$ cat src/verilog/ffs_map.svh
// Constants for the flyback fault supervisor and dither block
// Functional notes
// - Triangular dither, 5 percent span, 240 Hz
// - Latched option: inhibit until supply power-on reset
// - Auto-restart: retry each startup, refault if present
// - No switching before supply turn-on indication
// - Run until turn-off level or overvoltage lockout
// - Supply overvoltage fault after three cycles
// - Die overtemperature fault after 32 cycles
// - Overtemperature resume on clear; latched needs reset (code restarts only after the supply falls to turn-off)
// - Overpower timer counts up when feedback exceeds ramp
// - Overpower timer counts down below overpower threshold
// - Overpower fault when timer reaches 85 ms
// - Short-circuit fault after eight blanking over-limits
// - Offset current only after brown-in crossed
// - Brown-out needs full continuous qualification time
// - Brown-out qualification time is 45 ms
// - Brown-out clears immediately when pin recovers
// - Variant selects brown-out or overvoltage/overtemperature
// - Pin overvoltage fault after three cycles
// - Pin overtemperature fault after 32 cycles
// - Pin below disable level stops switching immediately
// - Leaving disable has no added delay
// - Turn-off after fault clears all qualifiers
`ifndef FFS_MAP_SVH
`define FFS_MAP_SVH

`define FFS_CLK_HZ 100000000
`define FFS_OVLO_CYCLES 3
`define FFS_DIE_OT_CYCLES 32
`define FFS_SCP_CYCLES 8
`define FFS_FLT_OVP_CYCLES 3
`define FFS_FLT_OT_CYCLES 32
`define FFS_OPP_TIME_MS 85
`define FFS_OPP_CYCLES \
  (32'((64'(`FFS_OPP_TIME_MS) * 64'(`FFS_CLK_HZ)) / 64'd1000))
`define FFS_BO_TIME_MS 45
`define FFS_BO_CYCLES \
  (32'((64'(`FFS_BO_TIME_MS) * 64'(`FFS_CLK_HZ)) / 64'd1000))
`define FFS_DITHER_RATE_HZ 240
`define FFS_DITHER_RANGE_PCT 5
`define FFS_DITHER_RANGE_PM (`FFS_DITHER_RANGE_PCT * 10)
`define FFS_DITHER_STEP_CYCLES \
  (`FFS_CLK_HZ / (`FFS_DITHER_RATE_HZ * 2 * `FFS_DITHER_RANGE_PM))
`define FFS_TRIM_W 8

`endif

$ cat src/verilog/ffs_pkg.sv
// Types and helpers shared by the fault supervisor files
package ffs_pkg;

  // Comparator indications, all synchronous to clk
  typedef struct packed {
    logic vdd_on;        // Supply above turn-on level
    logic vdd_off;       // Supply at or below turn-off level
    logic vdd_ovlo;      // Supply above overvoltage lockout
    logic die_hot;       // Die hot, with hysteresis
    logic fb_above_ramp; // Feedback above on-time ramp
    logic fb_below_opp;  // Feedback below overpower threshold
    logic cs_blank_over; // Current sense over limit in blanking
    logic flt_bi;        // Fault pin above brown-in level
    logic flt_bo;        // Fault pin below brown-out level
    logic flt_ovp;       // Fault pin above overvoltage level
    logic flt_tsd;       // Fault pin below overtemperature level
    logic flt_dis;       // Fault pin below disable level
  } ffs_cmp_t;

  // Fault status flags
  typedef struct packed {
    logic vdd_ovlo;
    logic die_ot;
    logic opp;
    logic scp;
    logic flt_ovp;
    logic flt_ot;
    logic brown_out;
    logic disabled;
  } ffs_fault_t;

  // Supervisor states
  typedef enum logic [1:0] {
    FFS_OFF = 2'b00,
    FFS_RUN = 2'b01,
    FFS_FAULT = 2'b10,
    FFS_LOCK = 2'b11
  } ffs_state_t;

  // Saturating up/down step between zero and a limit
  function automatic logic [31:0] ffs_sat_step(
      input logic [31:0] v, input logic [31:0] lim,
      input logic up, input logic down);
    logic [31:0] r;
    r = v;
    if (up && v < lim) begin
      r = v + 32'h1;
    end else if (!up && down && v != 32'h0) begin
      r = v - 32'h1;
    end
    return r;
  endfunction : ffs_sat_step

endpackage : ffs_pkg

$ cat src/verilog/ffs_cycle_qual.sv
// Consecutive switching-cycle qualifier for one comparator
`timescale 1ns/1ns
module ffs_cycle_qual
  import ffs_pkg::*;
#(
  parameter int unsigned COUNT = 3,
  parameter int W = $clog2(COUNT + 1)
) (
  input wire logic clk,
  input wire logic sys_rst,
  input wire logic clr,
  input wire logic tick,
  input wire logic level,
  output logic hit_q
);

  logic [W-1:0] cnt_q;
  logic [W-1:0] cnt_d;
  logic hit_d;

  // Count cycles while indication holds, restart when it drops
  always_comb begin
    cnt_d = cnt_q;
    if (clr || !level) begin
      cnt_d = '0;
    end else if (tick && cnt_q != W'(COUNT)) begin
      cnt_d = cnt_q + W'(1);
    end
    hit_d = level && !clr && (cnt_d == W'(COUNT));
  end

  // Register counter and qualified result
  always_ff @(posedge clk) begin
    if (sys_rst) begin
      cnt_q <= '0;
      hit_q <= 1'b0;
    end else begin
      cnt_q <= cnt_d;
      hit_q <= hit_d;
    end
  end
endmodule : ffs_cycle_qual

$ cat src/verilog/ffs_dither.sv
// Triangular switching-frequency dither generator
`timescale 1ns/1ns
`include "ffs_map.svh"
module ffs_dither
  import ffs_pkg::*;
#(
  parameter int unsigned RANGE_PM = `FFS_DITHER_RANGE_PM,
  parameter int unsigned STEP_CYCLES = `FFS_DITHER_STEP_CYCLES
) (
  input wire logic clk,
  input wire logic sys_rst,
  output logic [`FFS_TRIM_W-1:0] trim_q
);

  logic [31:0] step_q;
  logic [31:0] step_d;
  logic up_q;
  logic up_d;
  logic [`FFS_TRIM_W-1:0] trim_d;

  // Step the trim up to full range, then back to zero
  always_comb begin
    step_d = step_q + 32'h1;
    up_d = up_q;
    trim_d = trim_q;
    if (step_q >= STEP_CYCLES - 1) begin
      step_d = 32'h0;
      if (up_q) begin
        trim_d = trim_q + `FFS_TRIM_W'(1);
        if (trim_d == `FFS_TRIM_W'(RANGE_PM)) begin
          up_d = 1'b0;
        end
      end else begin
        trim_d = trim_q - `FFS_TRIM_W'(1);
        if (trim_d == '0) begin
          up_d = 1'b1;
        end
      end
    end
  end

  // Register dither state
  always_ff @(posedge clk) begin
    if (sys_rst) begin
      step_q <= 32'h0;
      up_q <= 1'b1;
      trim_q <= '0;
    end else begin
      step_q <= step_d;
      up_q <= up_d;
      trim_q <= trim_d;
    end
  end
endmodule : ffs_dither

$ cat src/verilog/ffs_supervisor.sv
// Fault supervisor, response state machine and gate enable
`timescale 1ns/1ns
`include "ffs_map.svh"
module ffs_supervisor
  import ffs_pkg::*;
#(
  parameter int unsigned OPP_CYCLES = `FFS_OPP_CYCLES,
  parameter int unsigned BO_CYCLES = `FFS_BO_CYCLES,
  parameter int unsigned DITHER_STEP_CYCLES = `FFS_DITHER_STEP_CYCLES
) (
  input wire logic clk,
  input wire logic sys_rst,
  input wire ffs_cmp_t cmp,
  input wire logic sw_cycle,
  input wire logic pwm_fall,
  input wire logic latched_opt,
  input wire logic variant_bo,
  output logic gate_en_q,
  output logic offset_en_q,
  output ffs_fault_t fault_q,
  output ffs_state_t state_q,
  output logic [`FFS_TRIM_W-1:0] trim_q
);

  ffs_state_t state_d;
  ffs_fault_t fault_d;
  logic gate_en_d;
  logic offset_en_d;
  logic qual_clr;
  logic hit_ovlo;
  logic hit_die_ot;
  logic hit_scp;
  logic hit_flt_ovp;
  logic hit_flt_ot;
  logic hard_fault;
  logic bo_block;
  logic [31:0] opp_cnt_q;
  logic [31:0] opp_cnt_d;
  logic opp_up_q;
  logic opp_up_d;
  logic opp_hit;
  logic [31:0] bo_cnt_q;
  logic [31:0] bo_cnt_d;
  logic bo_hit_d;
  logic bo_armed_q;
  logic bo_armed_d;

  // Qualifiers start fresh whenever the supply is off or locked
  assign qual_clr = (state_q == FFS_OFF) || (state_q == FFS_LOCK);

  // Supply overvoltage, three consecutive cycles
  ffs_cycle_qual #(.COUNT(`FFS_OVLO_CYCLES)) u_q_ovlo (
    .clk(clk),
    .sys_rst(sys_rst),
    .clr(qual_clr),
    .tick(sw_cycle),
    .level(cmp.vdd_ovlo),
    .hit_q(hit_ovlo)
  );

  // Die overtemperature, 32 cycles
  ffs_cycle_qual #(.COUNT(`FFS_DIE_OT_CYCLES)) u_q_die (
    .clk(clk),
    .sys_rst(sys_rst),
    .clr(qual_clr),
    .tick(sw_cycle),
    .level(cmp.die_hot),
    .hit_q(hit_die_ot)
  );

  // Short circuit in blanking interval, eight cycles
  ffs_cycle_qual #(.COUNT(`FFS_SCP_CYCLES)) u_q_scp (
    .clk(clk),
    .sys_rst(sys_rst),
    .clr(qual_clr),
    .tick(sw_cycle),
    .level(cmp.cs_blank_over),
    .hit_q(hit_scp)
  );

  // Fault pin overvoltage, only in the overvoltage variant
  ffs_cycle_qual #(.COUNT(`FFS_FLT_OVP_CYCLES)) u_q_fovp (
    .clk(clk),
    .sys_rst(sys_rst),
    .clr(qual_clr),
    .tick(sw_cycle),
    .level(cmp.flt_ovp && !variant_bo),
    .hit_q(hit_flt_ovp)
  );

  // Fault pin overtemperature, only in the overvoltage variant
  ffs_cycle_qual #(.COUNT(`FFS_FLT_OT_CYCLES)) u_q_fot (
    .clk(clk),
    .sys_rst(sys_rst),
    .clr(qual_clr),
    .tick(sw_cycle),
    .level(cmp.flt_tsd && !variant_bo && !cmp.flt_dis),
    .hit_q(hit_flt_ot)
  );

  // Triangular dither of the switching frequency
  ffs_dither #(.STEP_CYCLES(DITHER_STEP_CYCLES)) u_dither (
    .clk(clk),
    .sys_rst(sys_rst),
    .trim_q(trim_q)
  );

  // Overpower up/down timer
  always_comb begin
    opp_up_d = opp_up_q;
    if (qual_clr) begin
      opp_up_d = 1'b0;
    end else if (pwm_fall) begin
      opp_up_d = cmp.fb_above_ramp;
    end
    opp_cnt_d = ffs_sat_step(opp_cnt_q, OPP_CYCLES,
                             opp_up_d, cmp.fb_below_opp);
    if (qual_clr) begin
      opp_cnt_d = 32'h0;
    end
    opp_hit = (opp_cnt_q >= OPP_CYCLES);
  end

  // Brown-out timer and offset current arming
  always_comb begin
    bo_armed_d = bo_armed_q;
    if (qual_clr || !variant_bo) begin
      bo_armed_d = 1'b0;
    end else if (cmp.flt_bi) begin
      bo_armed_d = 1'b1;
    end
    offset_en_d = bo_armed_d && variant_bo;
    bo_cnt_d = 32'h0;
    if (variant_bo && cmp.flt_bo && !qual_clr) begin
      bo_cnt_d = ffs_sat_step(bo_cnt_q, BO_CYCLES, 1'b1, 1'b0);
    end
    bo_hit_d = (bo_cnt_d >= BO_CYCLES);
  end

  // Register overpower and brown-out state
  always_ff @(posedge clk) begin
    if (sys_rst) begin
      opp_up_q <= 1'b0;
      opp_cnt_q <= 32'h0;
      bo_armed_q <= 1'b0;
      bo_cnt_q <= 32'h0;
      offset_en_q <= 1'b0;
    end else begin
      opp_up_q <= opp_up_d;
      opp_cnt_q <= opp_cnt_d;
      bo_armed_q <= bo_armed_d;
      bo_cnt_q <= bo_cnt_d;
      offset_en_q <= offset_en_d;
    end
  end

  // Faults that force the fault state, then restart or latch by option
  assign hard_fault = hit_ovlo || hit_die_ot || opp_hit || hit_scp ||
                      hit_flt_ovp || hit_flt_ot;

  // Brown-in not yet seen or brown-out qualified blocks switching
  assign bo_block = variant_bo && (!bo_armed_q || fault_q.brown_out);

  // Response state machine
  always_comb begin
    state_d = state_q;
    case (state_q)
      FFS_OFF: begin
        if (cmp.vdd_on && !cmp.vdd_off) begin
          state_d = FFS_RUN;
        end
      end
      FFS_RUN: begin
        if (hard_fault) begin
          state_d = FFS_FAULT;
        end else if (cmp.vdd_off) begin
          state_d = FFS_OFF;
        end
      end
      FFS_FAULT: begin
        if (cmp.vdd_off) begin
          // Latched parts wait for power-on reset
          state_d = latched_opt ? FFS_LOCK : FFS_OFF;
        end
      end
      FFS_LOCK: begin
        state_d = FFS_LOCK;
      end
      default: begin
        state_d = FFS_OFF;
      end
    endcase
  end

  // Fault flags and gate enable
  always_comb begin
    fault_d = fault_q;
    if (qual_clr) begin
      fault_d = '0;
    end
    // New hits win over any clear in the same cycle
    fault_d.vdd_ovlo = fault_d.vdd_ovlo || hit_ovlo;
    fault_d.die_ot = fault_d.die_ot || hit_die_ot;
    fault_d.opp = fault_d.opp || opp_hit;
    fault_d.scp = fault_d.scp || hit_scp;
    fault_d.flt_ovp = fault_d.flt_ovp || hit_flt_ovp;
    fault_d.flt_ot = fault_d.flt_ot || hit_flt_ot;
    fault_d.brown_out = bo_hit_d;
    fault_d.disabled = cmp.flt_dis;
    gate_en_d = (state_d == FFS_RUN) && !hard_fault && !cmp.flt_dis &&
                !(variant_bo && (!bo_armed_d || bo_hit_d));
  end

  // Register state, flags and gate enable
  always_ff @(posedge clk) begin
    if (sys_rst) begin
      state_q <= FFS_OFF;
      fault_q <= '0;
      gate_en_q <= 1'b0;
    end else begin
      state_q <= state_d;
      fault_q <= fault_d;
      gate_en_q <= gate_en_d;
    end
  end
endmodule : ffs_supervisor
$ cat config.mk
export PLATFORM = sky130hd
export DESIGN_NAME = ffs_supervisor
export DESIGN_NICKNAME = d
export VERILOG_FILES = /design/src/verilog/ffs_pkg.sv /design/src/verilog/ffs_cycle_qual.sv /design/src/verilog/ffs_dither.sv /design/src/verilog/ffs_supervisor.sv
export VERILOG_INCLUDE_DIRS = /design/src /design/src/verilog
export SDC_FILE = /design/constraint.sdc
export NUM_CORES = 1
export LEC_CHECK = 0
export ABC_AREA = 0
export BUFFER_PORTS_ARGS = -buffer_cell sky130_fd_sc_hd__buf_2
export CAP_MARGIN = 5
export CORE_MARGIN = 2
export CORE_UTILIZATION = 45
export DETAILED_ROUTE_END_ITERATION = 16
export PLACE_DENSITY = 0.68
export SLEW_MARGIN = 15
export SYNTH_ARGS = -nofsm -noshare
export SYNTH_HDL_FRONTEND = slang
export SYNTH_SLANG_ARGS = --single-unit
$ cat constraint.sdc
create_clock -name clk -period 4.38 [get_ports clk]
set_clock_uncertainty 0.05 [all_clocks]
set_input_delay 0.876 -clock clk [delete_from_list [all_inputs] [get_ports clk]]
set_output_delay 0.876 -clock clk [all_outputs]
set_load 0.02 [all_outputs]
After elaboration in Yosys (flattened, before gate mapping)
Index checks and enable logic that the tools add are counted.

storage, ports and cells
  input port bits = 18
  register bits = 144
  word-level logic and storage cells = 155
  output and inout bits = 20

operators by class
  equal/unequal tests = 15
  reduce and logical (&&, ||, !) cells = 67
  $lt $le $gt $ge = 5
  $add $sub $neg = 11
  multiplexer cells = 29

operators with widths
  cell                   count
  $mux 32                4
  $add 32x1->32 const B  3
  $ge 32x13->1 const B   1
  $ge 32x23->1 const B   1
  $ge 32x24->1 const B   1
  $lt 32x23->1 const B   1
  $lt 32x24->1 const B   1
  $reduce_bool 32->1     1
  $sub 32x1->32 const B  1
  $logic_and 1x1->1      29
  $mux 6                 4
  $logic_or 1x1->1       19
  $mux 2                 9
  $mux 8                 2
  $logic_not 1->1        13
  $add 6x1->6 const B    2
  $eq 6x6->1 const B     2
  $ne 6x6->1 const B     2
  $add 8x1->8 const B    1
  $eq 2x2->1 const B     4
  $eq 8x6->1 const B     1
  $logic_not 8->1        1
  $mux 4                 2
  $pmux 2 s4             1
  other kinds (11)       21

Logic depth before layout (Yosys ltp)
  depth after elaboration = 11
  depth in mapped cells = 18
  depth with buffers taken out = 17

Modules after synthesis
Synthesis repeated with hierarchy kept, for this count alone.

second synthesis, totals
  cell total of the unflattened synthesis = 962
  area, all modules = 8,145.3 µm²

by module, submodules not included
  module                         area each (µm²)  seq. area each (µm²)  times used  cells each
  ffs_supervisor                 4,968.5          1,561.5               1           631
  ffs_dither                     1,820.5          820.8                 1           189
  ffs_cycle_qual (u_q_die ...)   377.9            140.1                 2           39
  ffs_cycle_qual (u_q_scp)       315.3            100.1                 1           36
  ffs_cycle_qual (u_q_fovp ...)  142.6            60.1                  2           14

Worst setup path after synthesis
No wires, ideal clock.

  path type = register to register
  start point = reg state_q[0]
  end point = reg opp_cnt_q[29]
  path buffers = 2
  clock period less this slack = 4,568 ps
  setup slack = -188 ps
  data required time = 4,192 ps
  arrival time = 4,380 ps
  cell stages (with the launch flop) = 18
  library setup time = 138 ps
  path through = dfxtp_1 > inv_1 > ha_1 > clkbuf_1 > inv_1 > nor2_1 > nand2_1 > ha_1 > clkbuf_1 > nand4_1 > nor2_1 > nor4b_1 > a41o_1 > o22ai_1 > or3_1 > a311o_1 > o21ai_0 > o221ai_1

on the way
  word-level cells in the longest chain between the ends = 7
  elaborated cells between the ends (all ways) = 11
  those cells by class = 1 x eq/ne; 2 x mux; 8 x reduce/logical

ends and longest elaborated chain
  what                                                  RTL line               text
  start: declaration                                    ffs_supervisor.sv:21   output ffs_state_t state_q,
  start signal: assignment                              ffs_supervisor.sv:221  state_q <= state_d;
  $eq 2x2->1 / $logic_not 2->1 (equally long branches)  ffs_supervisor.sv:49   assign qual_clr = (state_q == FFS_OFF) || (state_q == FFS_LOCK);
  $logic_or 1x1->1 *                                    ffs_supervisor.sv:49
  $mux 1                                                ffs_supervisor.sv:111  if (qual_clr) begin
  $logic_not 1->1                                       ffs_pkg.sv:48          end else if (!up && down && v != 32'h0) begin
  $logic_and 1x1->1 (2 in series)                       ffs_pkg.sv:48
  $reduce_bool 2->1 (no line)                           -
  end signal: assignment                                ffs_supervisor.sv:150  opp_cnt_q <= opp_cnt_d;
  end: declaration                                      ffs_supervisor.sv:37   logic [31:0] opp_cnt_q;

Mark *: on every way between the ends. The rest lies on a longest branch, timed or not.
A chain may end at the register's enable or synchronous reset.

Worst setup path in the final report
  start point = reg opp_cnt_q[5]
  end point = reg opp_cnt_q[29]

on the way
  word-level cells in the longest chain between the ends = 3
  elaborated cells between the ends (all ways) = 9
  those cells by class = 2 x add/sub; 1 x order compare; 2 x mux; 4 x reduce/logical

ends and longest elaborated chain
  what                                                 RTL line       text
  $sub 32x1->32 (tied with other cells)                ffs_pkg.sv:49  r = v - 32'h1;
  $mux 32 (tied with other cells)                      ffs_pkg.sv:48
  $mux 32 / $reduce_bool 2->1 (equally long branches)  -

Parallel ways exist; a longest one is shown, timed or not. The select of a mux whose other input is x is not followed.

==> results.ini <==
[run_status]
status = completed

[synthesis]
ys_seq_area_share_pct = 36.2
ys.flop_type = dfxtp_1
yosysUniqueCellTypes = 70
syn_area_per_cell_um2 = 8.51
syn_inst = 935
synth_edf_count = 0
ys_ff_latch = 144
yosys_warnings = 0
async_reset_ff_share_pct = 0
netlist_area_mm2 = 0.00795

[worst_setup_path]
critical_path.startpoint_type = register
end_kind = register
crit_path_top_delay_cell = ha_2
crit_path_max_incr_delay_ns = 0.40
cp_max_fo = 10
crit_arrival_ns = 4.43
crit_start = opp_cnt_q[5]$_SDFFE_PP0P_
required_ns = 4.66
critical_path.cell_chain = o311a_1 -> o311a_1 -> o211ai_1 -> nand3_1 -> a21oi_2 -> nand2_2 -> buf_4 -> ha_2 -> nand4_1 -> nor2_1 -> nor4b_2 -> a41o_1 -> o22ai_2 -> or3_1 -> a311o_1 -> o21ai_1 -> nand3_1 -> o221ai_1
worstSetupPathType = reg -> reg
worstReg2RegStart = opp_cnt_q[5]$_SDFFE_PP0P_

[placed_design]
routabilityCongestion = 0.871
dp_slack_ns = -0.0177
hpwlAfterDp_um = 11900
portBuffers = 37

[drt]
drt_first_pass_iters = 6
initialDrtViolationCount = 326
ant_nets = 0
via_per_inst = 5.37
drc = 0
wl_per_cell_um = 13.8
vias = 6589
totalWireLength_um = 16900

[die]
fp.dieH_um = 137
die-area_mm2 = 0.0188
rows = 48
initial_core_util_pct = 46.0
io_pins = 38
die_w_um = 137
core_area_mm2 = 0.0173

[clock_tree]
cts_root_buf = clkbuf_16
clockBufferDepth = 2
numCtsBuffers = 17
cts_tree = done
htreeDepth = 4
holdBufCountCts = 0
insertion_delay_ns = 0.42
cts_num_sinks = 144
clk_pin_slew_worst_paths_ns = 0.06

[power]
pwr_density_cell_mw_per_mm2 = 944
leakage_nw = 3.71
p_total_mw = 8.60
ir_worst_vdd_uv = 918

[timing]
final_hold_viol_count = 0
setup_viol = 0
tightest_slew_ns = 0.876
postLayoutSetupSlackWorst_ns = 0.225
final_max_slew_viol_count = 0
maxSlewHeadroom_pct = 41.4
rsz0062_at_grt = true
fin_crit_ns = 4.16
fmax_mhz = 241
period_share_pct = 94.9

[global_routing]
antenna_found_initial = 0
grt_max_degree = 32
grt_usage_pct = 18.4
grt_pass1_wl_um = 27900
grt_overflow = 0
first_global_vias = 5992

[cells_and_area]
final_core_util_pct = 52.7
final_common_cell = dfxtp_1
fillCellCount = 1586
n_antenna_cell = 0
final_nets = 1057
layout-drive-gt1-share_pct = 12.2
areaGrowthSynthToFinish_pct = 14.6
layout_common_cells = dfxtp_1 (144), nor2_1 (135), nand2_1 (64)

[min_path]
worstHoldStart = bo_cnt_q[28]$_SDFF_PP0_
hp-class = reg -> reg

[flow_run]
drv_cap = 0

## flip-flops by register name (all words and copies together) (netlist names), 2 cells and up
name / count
bo_cnt_q: 32
opp_cnt_q: 32
u_dither.step_q: 32
fault_q: 8
u_dither.trim_q: 8
u_q_die.cnt_q: 6
u_q_fot.cnt_q: 6
u_q_scp.cnt_q: 4
state_q: 2
u_q_fovp.cnt_q: 2
u_q_ovlo.cnt_q: 2
## logic make-up after synthesis
group	after synthesis	synth area share, %
xor+xnor	83	9.14
fa+ha+maj	51	8.12
flops	144	36.2
compound gates	171	14.4
mux	33	4.19
buf+inv	67	3.30
other cells	1	0.0472
simple gates	385	24.6
## repair_timing
| item | 4_1_cts | 5_1_grt |
|---|---|---|
| pin swaps | 1 | 3 |
| resized for setup | 1 | 18 |
| endpoints found under the setup margin | 2 | 12 |
| buffers inserted | 2 | 1 |
## synth_stat cells, types with 6 or more instances
cell type  count  share of area (%)
clkbuf_1      29                1.4
nand2b_1       9               0.71
dfxtp_1      144                 36
a31oi_1        6               0.47
a21oi_1       50                3.1
xnor2_1       49                5.4
o21ai_0       28                1.8
xor2_1        34                3.7
inv_1         29                1.4
or3_1          8               0.63
and3_1        19                1.5
nand4_1       20                1.6
nand3_1       32                2.0
nand2_1       66                3.1
o211ai_1       6               0.57
ha_1          50                7.9
a211oi_1      10               0.94
o21a_1         7               0.66
nor2_1       135                6.4
mux2i_1       31                3.9
a21o_1        12                1.1
nor4_1        17                1.3
o21bai_1       8               0.76
nor2b_1        9               0.71
nor3_1        20                1.3
o22ai_1        6               0.47
and2_1        14                1.1
## layout make-up
class | instances | area [um2] | area share, %
flip-flops and latches | 144 | 2880 | 31.6
clock inverters | 11 | 105 | 1.15
multi-input cells | 742 | 4940 | 54.2
repair buffers | 54 | 325 | 3.57
well taps | 225 | 282 | 3.09
inverters | 29 | 109 | 1.19
clock buffers | 21 | 470 | 5.16
## path summary, 6_finish.rpt
| path | slack [ns] | cells past startpoint | to |
|---|---|---|---|
| worst max-delay path | 0.22 | 18 | opp_cnt_q[29]$_SDFFE_PP0P_ |
| worst min-delay path | 0.41 | 1 | bo_cnt_q[28]$_SDFF_PP0_ |
| worst max register to register | 0.22 | 18 | opp_cnt_q[29]$_SDFFE_PP0P_ |
| worst min register to register | 0.41 | 1 | bo_cnt_q[28]$_SDFF_PP0_ |
## through the flow
step                      cells  hold WS [ns]  area [um2]  TNS, ns
after floorplan             953         0.380        8020        0
after global placement     1191         0.393        8440        0
after detailed placement   1191         0.396        8440  -0.0177
after CTS                  1225         0.413        9050        0
after global routing       1226         0.430        9110   -0.143
final                      1226         0.412        9110        0
## power breakdown
group | total, mW | leakage, nW | internal [mW] | switching, mW
Clock | 1.40 | 0.284 | 0.831 | 0.570
Combinational | 5.55 | 2.26 | 2.55 | 3.00
Sequential | 1.65 | 1.17 | 1.48 | 0.174
## per-layer routing
metal / part of all wire, % / vias up / global-route usage, %
met5: 0 / - / 0
met4: 1.0 / 0 / 5.04
li1: - / 3407 / -
met1: 49 / 3069 / 24.5
met2: 46 / 99 / 29.6
met3: 3.4 / 14 / 4.37
## critical path: cells and delay by family (launching register included)
kind	cells	cell delay, ns
AOI/OAI and AO/OA	9	1.87
and+or+nand+nor	7	1.19
adders and majority gates	1	0.40
DFF	1	0.34
buffers and inverters	1	0.20
Power figures use the tool's default switching activity.
